### src/hot_swap_regs_pkg.sv
package hot_swap_regs_pkg;

    // register offsets on the management bus
    localparam logic [7:0] ADDR_PIN_LEVEL_SNAPSHOT     = 8'h02;
    localparam logic [7:0] ADDR_LIVE_FAULT_CONDITION   = 8'h03;
    localparam logic [7:0] ADDR_LATCHED_FAULT_EVENTS   = 8'h04;
    localparam logic [7:0] ADDR_ALARM_LOG_POWER_SENSE  = 8'h05;
    localparam logic [7:0] ADDR_ALARM_LOG_ANALOG_INPUTS = 8'h06;
    localparam logic [7:0] ADDR_ALARM_LOG_ANALOG_IO    = 8'h07;

    // values after reset and answer to an unmapped read
    localparam logic [7:0] LATCHED_FAULT_RESET = 8'h00;
    localparam logic [7:0] ALARM_LOG_RESET     = 8'h00;
    localparam logic [7:0] UNMAPPED_READ_VALUE = 8'h00;

    // fault bit positions, shared by live and latched bytes
    localparam int BIT_EXTERNAL_FAULT = 7;
    localparam int BIT_PASS_SHORT     = 6;
    localparam int BIT_OUTPUT_LOW     = 5;
    localparam int BIT_POWER_GOOD_IN  = 4;
    localparam int BIT_PASS_BAD       = 3;
    localparam int BIT_CURRENT_LIMIT  = 2;
    localparam int BIT_UNDERVOLTAGE   = 1;
    localparam int BIT_OVERVOLTAGE    = 0;

    // power/sense alarm byte positions
    localparam int BIT_ENABLE_CHANGED = 7;
    localparam int BIT_NV_WRITTEN     = 6;
    localparam int BIT_SENSE_HIGH     = 5;
    localparam int BIT_SENSE_LOW      = 4;
    localparam int BIT_SUPPLY_HIGH    = 3;
    localparam int BIT_SUPPLY_LOW     = 2;
    localparam int BIT_POWER_HIGH     = 1;
    localparam int BIT_POWER_LOW      = 0;

    localparam int MEAS_W = 16;

    typedef enum logic [3:0] {
        MEAS_SENSE, MEAS_SUPPLY, MEAS_POWER,
        MEAS_AIN1, MEAS_AIN2, MEAS_AIN3, MEAS_AIN4,
        MEAS_AIO1, MEAS_AIO2, MEAS_AIO3, MEAS_AIO4
    } meas_kind_e;

    // one finished converter result with its thresholds
    typedef struct packed {
        logic              valid;
        meas_kind_e        kind;
        logic [MEAS_W-1:0] value;
        logic [MEAS_W-1:0] min_th;
        logic [MEAS_W-1:0] max_th;
    } meas_s;

    // live analog detector levels
    typedef struct packed {
        logic pass_device_short;
        logic output_below_threshold;
        logic pass_device_bad;
        logic current_limit;
        logic undervoltage_high_comparator;
        logic undervoltage_low_comparator;
        logic overvoltage_comparator;
    } fault_level_s;

    // qualified fault events, one-cycle pulses
    typedef struct packed {
        logic power_good_input_fault;
        logic pass_bad_fault;
        logic overcurrent_fault;
        logic undervoltage_fault;
        logic overvoltage_fault;
    } fault_event_s;

endpackage : hot_swap_regs_pkg

### src/hot_swap_status_fault_alarm_regs.sv
`timescale 1ns/10ps
// Operation
// - pin byte shows live power-good and analog pins
// - live bit 7 shows external fault asserted
// - live bit 6 shows shorted pass device
// - live bit 4 captures power-good input at expiry
// - live bit 3 shows bad pass device
// - live bit 2 shows current limiting engaged
// - live bit 1 set when both undervoltage inputs low
// - live bit 0 follows overvoltage input
// - latched byte resets zero; bit 7 external fault
// - latched bit 6 sticks on pass short
// - latched bit 5 on output low after good
// - latched bit 4 on power-good input fault
// - latched bit 3 on bad pass fault
// - latched bit 2 on overcurrent fault
// - latched bits 1, 0 on undervoltage, overvoltage
// - alarm bit 7 latches enable pin change
// - alarm bit 6 latches nonvolatile write
// - alarm bits 5, 4 sense high and low
// - alarm bits 3, 2 supply high and low
// - alarm bits 1, 0 power high and low
// - second alarm byte: analog input pairs
// - third alarm byte: analog pin pairs
module hot_swap_status_fault_alarm_regs
    import hot_swap_regs_pkg::*;
(
    input  wire logic         core_clk,
    input  wire logic         nrst,
    // register port from the management bus front end
    input  wire logic [7:0]   reg_addr,
    input  wire logic         reg_wr_en,
    input  wire logic [7:0]   reg_wr_data,
    input  wire logic         reg_rd_en,
    output logic      [7:0]   reg_rd_data,
    output logic              reg_rd_valid,
    // pin levels, index 0 is pin 1
    input  wire logic [3:0]   power_good_io_pins,
    input  wire logic [3:0]   analog_io_pins,
    input  wire logic         enable_n,
    // pin roles
    input  wire logic         external_fault_select,
    input  wire logic         external_fault_active_high,
    input  wire logic         power_good_input_active_high,
    input  wire logic         power_good_check_expired,
    input  wire logic         power_good_latched,
    // detector levels and qualified events
    input  wire fault_level_s fault_level,
    input  wire fault_event_s fault_event,
    input  wire logic         nv_write_done,
    input  wire meas_s        measurement,
    // live fault byte for other logic
    output logic      [7:0]   live_fault_condition
);

    logic [7:0]  pin_level_snapshot;
    logic [7:0]  latched_fault_events;
    logic [7:0]  alarm_log_power_sense;
    logic [7:0]  alarm_log_analog_inputs;
    logic [7:0]  alarm_log_analog_io;
    logic [7:0]  fault_set;
    logic [7:0]  alarm_ps_set;
    logic [7:0]  alarm_ain_set;
    logic [7:0]  alarm_aio_set;
    logic        power_good_input_live_r;
    logic        external_fault_prev_r;
    logic        enable_n_prev_r;
    logic        enable_primed_r;
    logic        external_fault_live;
    logic        external_fault_rise;
    logic        enable_changed;
    logic        output_lost_after_good;
    logic        latched_clear;
    logic [1:0]  meas_pair;
    logic [7:0]  reg_rd_data_r;
    logic [7:0]  reg_rd_data_nxt;
    logic        reg_rd_valid_r;

    // {above max, below min}; unsigned compare of the raw result
    function automatic logic [1:0] alarm_pair(input meas_s m);
        alarm_pair = {m.value > m.max_th, m.value < m.min_th};
    endfunction : alarm_pair

    // place a pair: slot 0 in bits 7:6 down to slot 3 in bits 1:0
    function automatic logic [7:0] place_pair(input logic [1:0] slot, input logic [1:0] pair);
        place_pair = {pair, 6'h00} >> {slot, 1'b0};
    endfunction : place_pair

    // bit 7 power-good pins 1..4, bit 3 analog pins 1..4
    assign pin_level_snapshot = {power_good_io_pins[0], power_good_io_pins[1],
                                 power_good_io_pins[2], power_good_io_pins[3],
                                 analog_io_pins[0], analog_io_pins[1],
                                 analog_io_pins[2], analog_io_pins[3]};

    // external fault at pin 4, polarity per the pin setting
    assign external_fault_live = external_fault_select &&
        (external_fault_active_high ? power_good_io_pins[3]
                                    : !power_good_io_pins[3]);

    // live fault byte, all levels except the captured input bit
    always_comb begin
        live_fault_condition = 8'h00;
        live_fault_condition[BIT_EXTERNAL_FAULT] = external_fault_live;
        live_fault_condition[BIT_PASS_SHORT] = fault_level.pass_device_short;
        live_fault_condition[BIT_OUTPUT_LOW] = fault_level.output_below_threshold;
        live_fault_condition[BIT_POWER_GOOD_IN] = power_good_input_live_r;
        live_fault_condition[BIT_PASS_BAD] = fault_level.pass_device_bad;
        live_fault_condition[BIT_CURRENT_LIMIT] = fault_level.current_limit;
        live_fault_condition[BIT_UNDERVOLTAGE] =
            !fault_level.undervoltage_high_comparator &&
            !fault_level.undervoltage_low_comparator;
        live_fault_condition[BIT_OVERVOLTAGE] = fault_level.overvoltage_comparator;
    end

    // pin 3 sampled only when the check timer runs out, then held
    always_ff @(posedge core_clk or negedge nrst) begin
        if (!nrst) begin
            power_good_input_live_r <= 1'b0;
        end else if (power_good_check_expired) begin
            power_good_input_live_r <= power_good_input_active_high ?
                                       !power_good_io_pins[2] : power_good_io_pins[2];
        end
    end

    // edge history for the external fault and enable pin
    always_ff @(posedge core_clk or negedge nrst) begin
        if (!nrst) begin
            external_fault_prev_r <= 1'b0;
            enable_n_prev_r       <= 1'b1;
            enable_primed_r       <= 1'b0;
        end else begin
            external_fault_prev_r <= external_fault_live;
            enable_n_prev_r       <= enable_n;
            enable_primed_r       <= 1'b1;
        end
    end

    // priming avoids a false change report on the first cycle after reset
    assign enable_changed      = enable_primed_r && (enable_n != enable_n_prev_r);
    assign external_fault_rise = external_fault_live && !external_fault_prev_r;
    assign output_lost_after_good = power_good_latched &&
                                    fault_level.output_below_threshold;
    assign latched_clear = reg_wr_en && (reg_addr == ADDR_LATCHED_FAULT_EVENTS);

    // latched fault set terms
    always_comb begin
        fault_set = 8'h00;
        fault_set[BIT_EXTERNAL_FAULT] = external_fault_rise;
        fault_set[BIT_PASS_SHORT]     = fault_level.pass_device_short;
        fault_set[BIT_OUTPUT_LOW]     = output_lost_after_good;
        fault_set[BIT_POWER_GOOD_IN]  = fault_event.power_good_input_fault;
        fault_set[BIT_PASS_BAD]       = fault_event.pass_bad_fault;
        fault_set[BIT_CURRENT_LIMIT]  = fault_event.overcurrent_fault;
        fault_set[BIT_UNDERVOLTAGE]   = fault_event.undervoltage_fault;
        fault_set[BIT_OVERVOLTAGE]    = fault_event.overvoltage_fault;
    end

    assign meas_pair = measurement.valid ? alarm_pair(measurement) : 2'b00;

    // route each finished measurement to its alarm pair
    always_comb begin
        alarm_ps_set  = 8'h00;
        alarm_ain_set = 8'h00;
        alarm_aio_set = 8'h00;
        alarm_ps_set[BIT_ENABLE_CHANGED] = enable_changed;
        alarm_ps_set[BIT_NV_WRITTEN]     = nv_write_done;
        case (measurement.kind)
            MEAS_SENSE: begin
                alarm_ps_set[BIT_SENSE_HIGH] = meas_pair[1];
                alarm_ps_set[BIT_SENSE_LOW]  = meas_pair[0];
            end
            MEAS_SUPPLY: begin
                alarm_ps_set[BIT_SUPPLY_HIGH] = meas_pair[1];
                alarm_ps_set[BIT_SUPPLY_LOW]  = meas_pair[0];
            end
            MEAS_POWER: begin
                alarm_ps_set[BIT_POWER_HIGH] = meas_pair[1];
                alarm_ps_set[BIT_POWER_LOW]  = meas_pair[0];
            end
            MEAS_AIN1, MEAS_AIN2, MEAS_AIN3, MEAS_AIN4: begin
                alarm_ain_set = place_pair(2'(measurement.kind - MEAS_AIN1), meas_pair);
            end
            MEAS_AIO1, MEAS_AIO2, MEAS_AIO3, MEAS_AIO4: begin
                alarm_aio_set = place_pair(2'(measurement.kind - MEAS_AIO1), meas_pair);
            end
            default: begin
                alarm_ps_set[BIT_SENSE_HIGH] = 1'b0;
            end
        endcase
    end

    // sticky bytes, cleared by writing zeros
    sticky_flag_byte #(.W(8), .RESET_VALUE(LATCHED_FAULT_RESET)) u_latched_fault (
        .core_clk (core_clk),
        .nrst     (nrst),
        .set_evt  (fault_set),
        .clr_wr   (latched_clear),
        .clr_data (reg_wr_data),
        .flags    (latched_fault_events)
    );

    sticky_flag_byte #(.W(8), .RESET_VALUE(ALARM_LOG_RESET)) u_alarm_power_sense (
        .core_clk (core_clk),
        .nrst     (nrst),
        .set_evt  (alarm_ps_set),
        .clr_wr   (reg_wr_en && reg_addr == ADDR_ALARM_LOG_POWER_SENSE),
        .clr_data (reg_wr_data),
        .flags    (alarm_log_power_sense)
    );

    sticky_flag_byte #(.W(8), .RESET_VALUE(ALARM_LOG_RESET)) u_alarm_analog_inputs (
        .core_clk (core_clk),
        .nrst     (nrst),
        .set_evt  (alarm_ain_set),
        .clr_wr   (reg_wr_en && reg_addr == ADDR_ALARM_LOG_ANALOG_INPUTS),
        .clr_data (reg_wr_data),
        .flags    (alarm_log_analog_inputs)
    );

    sticky_flag_byte #(.W(8), .RESET_VALUE(ALARM_LOG_RESET)) u_alarm_analog_io (
        .core_clk (core_clk),
        .nrst     (nrst),
        .set_evt  (alarm_aio_set),
        .clr_wr   (reg_wr_en && reg_addr == ADDR_ALARM_LOG_ANALOG_IO),
        .clr_data (reg_wr_data),
        .flags    (alarm_log_analog_io)
    );

    // read decode; writes to read-only bytes are ignored
    always_comb begin
        if (reg_addr == ADDR_PIN_LEVEL_SNAPSHOT) begin
            reg_rd_data_nxt = pin_level_snapshot;
        end else if (reg_addr == ADDR_LIVE_FAULT_CONDITION) begin
            reg_rd_data_nxt = live_fault_condition;
        end else if (reg_addr == ADDR_LATCHED_FAULT_EVENTS) begin
            reg_rd_data_nxt = latched_fault_events;
        end else if (reg_addr == ADDR_ALARM_LOG_POWER_SENSE) begin
            reg_rd_data_nxt = alarm_log_power_sense;
        end else if (reg_addr == ADDR_ALARM_LOG_ANALOG_INPUTS) begin
            reg_rd_data_nxt = alarm_log_analog_inputs;
        end else if (reg_addr == ADDR_ALARM_LOG_ANALOG_IO) begin
            reg_rd_data_nxt = alarm_log_analog_io;
        end else begin
            reg_rd_data_nxt = UNMAPPED_READ_VALUE;
        end
    end

    // read data held until the next read
    always_ff @(posedge core_clk or negedge nrst) begin
        if (!nrst) begin
            reg_rd_data_r  <= 8'h00;
            reg_rd_valid_r <= 1'b0;
        end else begin
            reg_rd_valid_r <= reg_rd_en;
            if (reg_rd_en) begin
                reg_rd_data_r <= reg_rd_data_nxt;
            end
        end
    end

    assign reg_rd_data  = reg_rd_data_r;
    assign reg_rd_valid = reg_rd_valid_r;
endmodule : hot_swap_status_fault_alarm_regs

### src/sticky_flag_byte.sv
`timescale 1ns/10ps
module sticky_flag_byte
    import hot_swap_regs_pkg::*;
#(
    parameter int         W          = 8,
    parameter logic [7:0] RESET_VALUE = 8'h00
) (
    input  wire logic         core_clk,
    input  wire logic         nrst,
    input  wire logic [W-1:0] set_evt,
    input  wire logic         clr_wr,
    input  wire logic [W-1:0] clr_data,
    output logic      [W-1:0] flags
);

    logic [W-1:0] flags_r;
    logic [W-1:0] clear_mask;

    // a zero written to a bit clears it; ones leave it alone
    assign clear_mask = clr_wr ? ~clr_data : '0;

    // set wins over clear so an event in the clearing cycle survives
    always_ff @(posedge core_clk or negedge nrst) begin
        if (!nrst) begin
            flags_r <= RESET_VALUE[W-1:0];
        end else begin
            flags_r <= (flags_r & ~clear_mask) | set_evt;
        end
    end

    assign flags = flags_r;

endmodule : sticky_flag_byte

### config.mk
export PLATFORM = sky130hd
export DESIGN_NAME = hot_swap_status_fault_alarm_regs
export DESIGN_NICKNAME = d
export VERILOG_FILES = /design/src/hot_swap_regs_pkg.sv /design/src/hot_swap_status_fault_alarm_regs.sv /design/src/sticky_flag_byte.sv
export SDC_FILE = /design/constraint.sdc
export NUM_CORES = 1
export LEC_CHECK = 0
export BUFFER_PORTS_ARGS = -buffer_cell sky130_fd_sc_hd__buf_2
export CORE_MARGIN = 2
export CORE_UTILIZATION = 50
export DETAILED_ROUTE_END_ITERATION = 8
export GPL_TIMING_DRIVEN = 0
export PLACE_DENSITY = 0.81
export SYNTH_ARGS = -nofsm -noshare
export SYNTH_HDL_FRONTEND = slang
export SYNTH_SLANG_ARGS = --single-unit
### constraint.sdc
create_clock -name core_clk -period 1.6 [get_ports core_clk]
set_clock_uncertainty 0.15 [all_clocks]
set_input_delay 0.08 -clock core_clk [delete_from_list [all_inputs] [get_ports core_clk]]
set_output_delay 0.08 -clock core_clk [all_outputs]
set_load 0.005 [all_outputs]
==> flow_summary.toml <==
[timing]
slew_violations = 0
period_minus_slack_ps = 1900
post-route-period-util_pct = 119
relSlewSlack_pct = 33.3
hold_ws_ps = -3.89
rsz0062_at_grt = "yes"
fmax_ghz = 0.527
worst_slack_ps = -297
setup_viol = 30
finalSetupTns_ps = -4950
finalHoldViolCount = 1
worst_slew_pin_slew_ps = 1000

[synth]
ys_types = 43
yosysTopAreaCell = "dfrtp_1"
synth-simple-area-share_pct = 11.9
synth-seq-area-share_pct = 36.2
async_reset_ff_share_pct = 100
synth-compound-area-share_pct = 22.5
synth.top_cell.area_share_pct = 35.4
synth_xor_area_share_pct = 0.844
syn_area_um2 = 3110
synth_mux_area_share_pct = 5.79
ys_seq_elements = 45
yosysWarnings = 0
ys_top_cells_by_area = "dfrtp_1 (35%), ha_1 (14%), mux4_2 (5.8%), a21oi_1 (5.6%), o31ai_1 (5.5%)"
synth-main-ff-cell = "dfrtp_1"
syn_inst = 338
synth_edf_count = 0
syn_avg_cell_area_um2 = 9.21
synth_top_family_by_area = "compound AO/OA/AOI/OAI gates"
synthAdderAreaFrac_pct = 14.1
syn-num-nets = 473

[drt]
via_per_inst = 5.85
ant_nets = 0
drc = 0
initialDrtViolationCount = 188
wirelength_mm = 10.2
wl_per_cell_um = 17.5
firstDrtPassIters = 5
num_vias = 3403

[finish]
layout_common_cells = "buf_2 (114), dfrtp_1 (44), inv_1 (42), a21oi_1 (34), dlygate4sd3_1 (33)"
diodes = 0
drive_gt1_share_pct = 42.2
final_common_cell = "buf_2"
nets = 641
syn_to_final_growth_pct = 50.0

[clocking]
insertion_delay_ps = 310
h-tree-depth = 2
cts_buffers = 5
cts.clk_slew.worst_paths_ps = 90
cts_tree = "built"
clockRootBuffer = "clkbuf_8"
clock_path_buffers = 2
cts_sinks = 45

[worst_setup_path]
cpPeakStageDelay_ps = 520
cpMostUsedCell = "buf_6"
cp-start-kind = "input pin"
path_max_fanout = 7
cp_slowest_cell = "or4_4"
critical_path_class = "in2reg"
arrival_ps = 1930
cp.required_ps = 1630
path_buf_inv = 2
cp_top_family = "simple AND/OR/NAND/NOR gates"
cp-end-kind = "flop"
path_cells = "buf_6 > or4_4 > or4b_4 > or3b_1 > buf_6 > o22ai_4 > a21oi_2"

[floorplanning]
io_pins = 117
initial_core_util_pct = 52.3
die_y_um = 82.9
dieArea_um2 = 6880
rows = 28
dieWidth_um = 82.9
core_um2 = 5960

[power]
power_leakage_nw = 2.23
p_total_mw = 3.38
ir_drop_mv = 0.472
power_density_nw_per_um2 = 724

[placed_design]
io_buffers = 116
hpwl_mm = 6.50
gp_congestion = 0.792

[global_routing]
antenna_found_initial = 0
grt_pass1_wl_mm = 15.5
grt_overflow_total = 0
first_global_vias = 3352
grt_max_degree = 46
grt_usage_pct = 27.7

[worst_hold_path]
min_path_type = "in2reg"

[job]
cap_violations = 0

[outcome]
status = "finished with violations"
violations = "negative hold slack, negative setup slack"
worst register-to-register path: cells and delay by family (launching register included):
family	cells	cell delay (ps)
multiplexers	1	500
AO/OA/AOI/OAI	2	320
flip-flops	1	420
stage by stage:
stage | setup WS [ps] | area, um2 | utilization, % | hold WS [ps] | instances
3_3_place_gp | -733 | 3810 | 64.0 | 55.9 | 529
2_1_floorplan | -583 | 3140 | - | -366 | 338
4_1_cts | -288 | 4420 | 74.1 | 0.176 | 578
5_1_grt | -335 | 4670 | 78.4 | 29.9 | 582
6_report | -297 | 4670 | 78.4 | -3.89 | 582
3_5_place_dp | -779 | 3810 | 64.0 | 62.4 | 529
power by group:
group | internal, mW | switching [mW] | leakage (nW)
sequential | 1.34 | 0.165 | 0.503
clock | 0.351 | 0.416 | 0.0512
combinational | 0.585 | 0.522 | 1.67
total | 2.28 | 1.10 | 2.23
flip-flops by register name, indices dropped and copies added, names as in the netlist:
name	flops
enable_n_prev_r	1
enable_primed_r	1
external_fault_prev_r	1
power_good_input_live_r	1
reg_rd_data	8
reg_rd_valid	1
u_alarm_analog_inputs.flags	8
u_alarm_analog_io.flags	8
u_alarm_power_sense.flags	8
u_latched_fault.flags	8
kinds of logic after synthesis:
group,count (synthesis)
AOI/OAI and AO/OA,110
buffers and inverters,61
muxes,8
xor gates and xnor gates,3
DFF,45
and+or+nand+nor,75
adders and majority gates,35
other,1
timing repair:
action / 4_1_cts / 5_1_grt
pin swaps: 7 / 10
gates resized for setup: 43 / 54
hold buffers: 33 / 1
endpoints found under the setup margin: 40 / 43
endpoints found under the hold margin: 88 / 1
setup buffers: 9 / 5
area by class of cell:
type,instances,area [um2]
Timing Repair Buffer,162,1050
Buffer,18,126
Fill cell,347,1280
Clock inverter,2,13.8
Sequential cell,45,1130
Inverter,42,158
Clock buffer,6,82.6
Tap cell,75,93.8
Multi-Input combinational cell,232,2020
path summary, 6_finish.rpt:
check,cells past startpoint,startpoint,slack [ps],to
worst max-delay path,7,reg_addr[6],-300,reg_rd_data[6]
worst min-delay path,4,measurement[51],-4,u_alarm_power_sense.flags[1]
worst max register to register,3,u_alarm_analog_io.flags[2],70,reg_rd_data[2]
worst min register to register,1,external_fault_prev_r,320,u_latched_fault.flags[7]
max in group asynchronous,2,nrst,360,reg_rd_valid
min in group asynchronous,2,nrst,320,reg_rd_data[3]
synthesized netlist by cell type (3+ instances only):
cell and number:
dfrtp_1 44, inv_1 42, a21oi_1 35, ha_1 35, o21ai_0 25, o31ai_1 23, nor2_1 22, nand2_1 20
clkbuf_1 8, mux4_2 8, buf_4 7, nand4_1 7, o21ai_1 7, o22ai_2 7, nand2b_1 4, nand3_1 4
nor2b_1 4, a211oi_1 3, nor3_1 3
layer usage:
layer  wire (um)  track usage (%)
met5           0                0
met4         406             8.94
met3         635             4.37
met2        5260             52.5
met1        3910             31.5
Power figures use the tool's default switching activity.
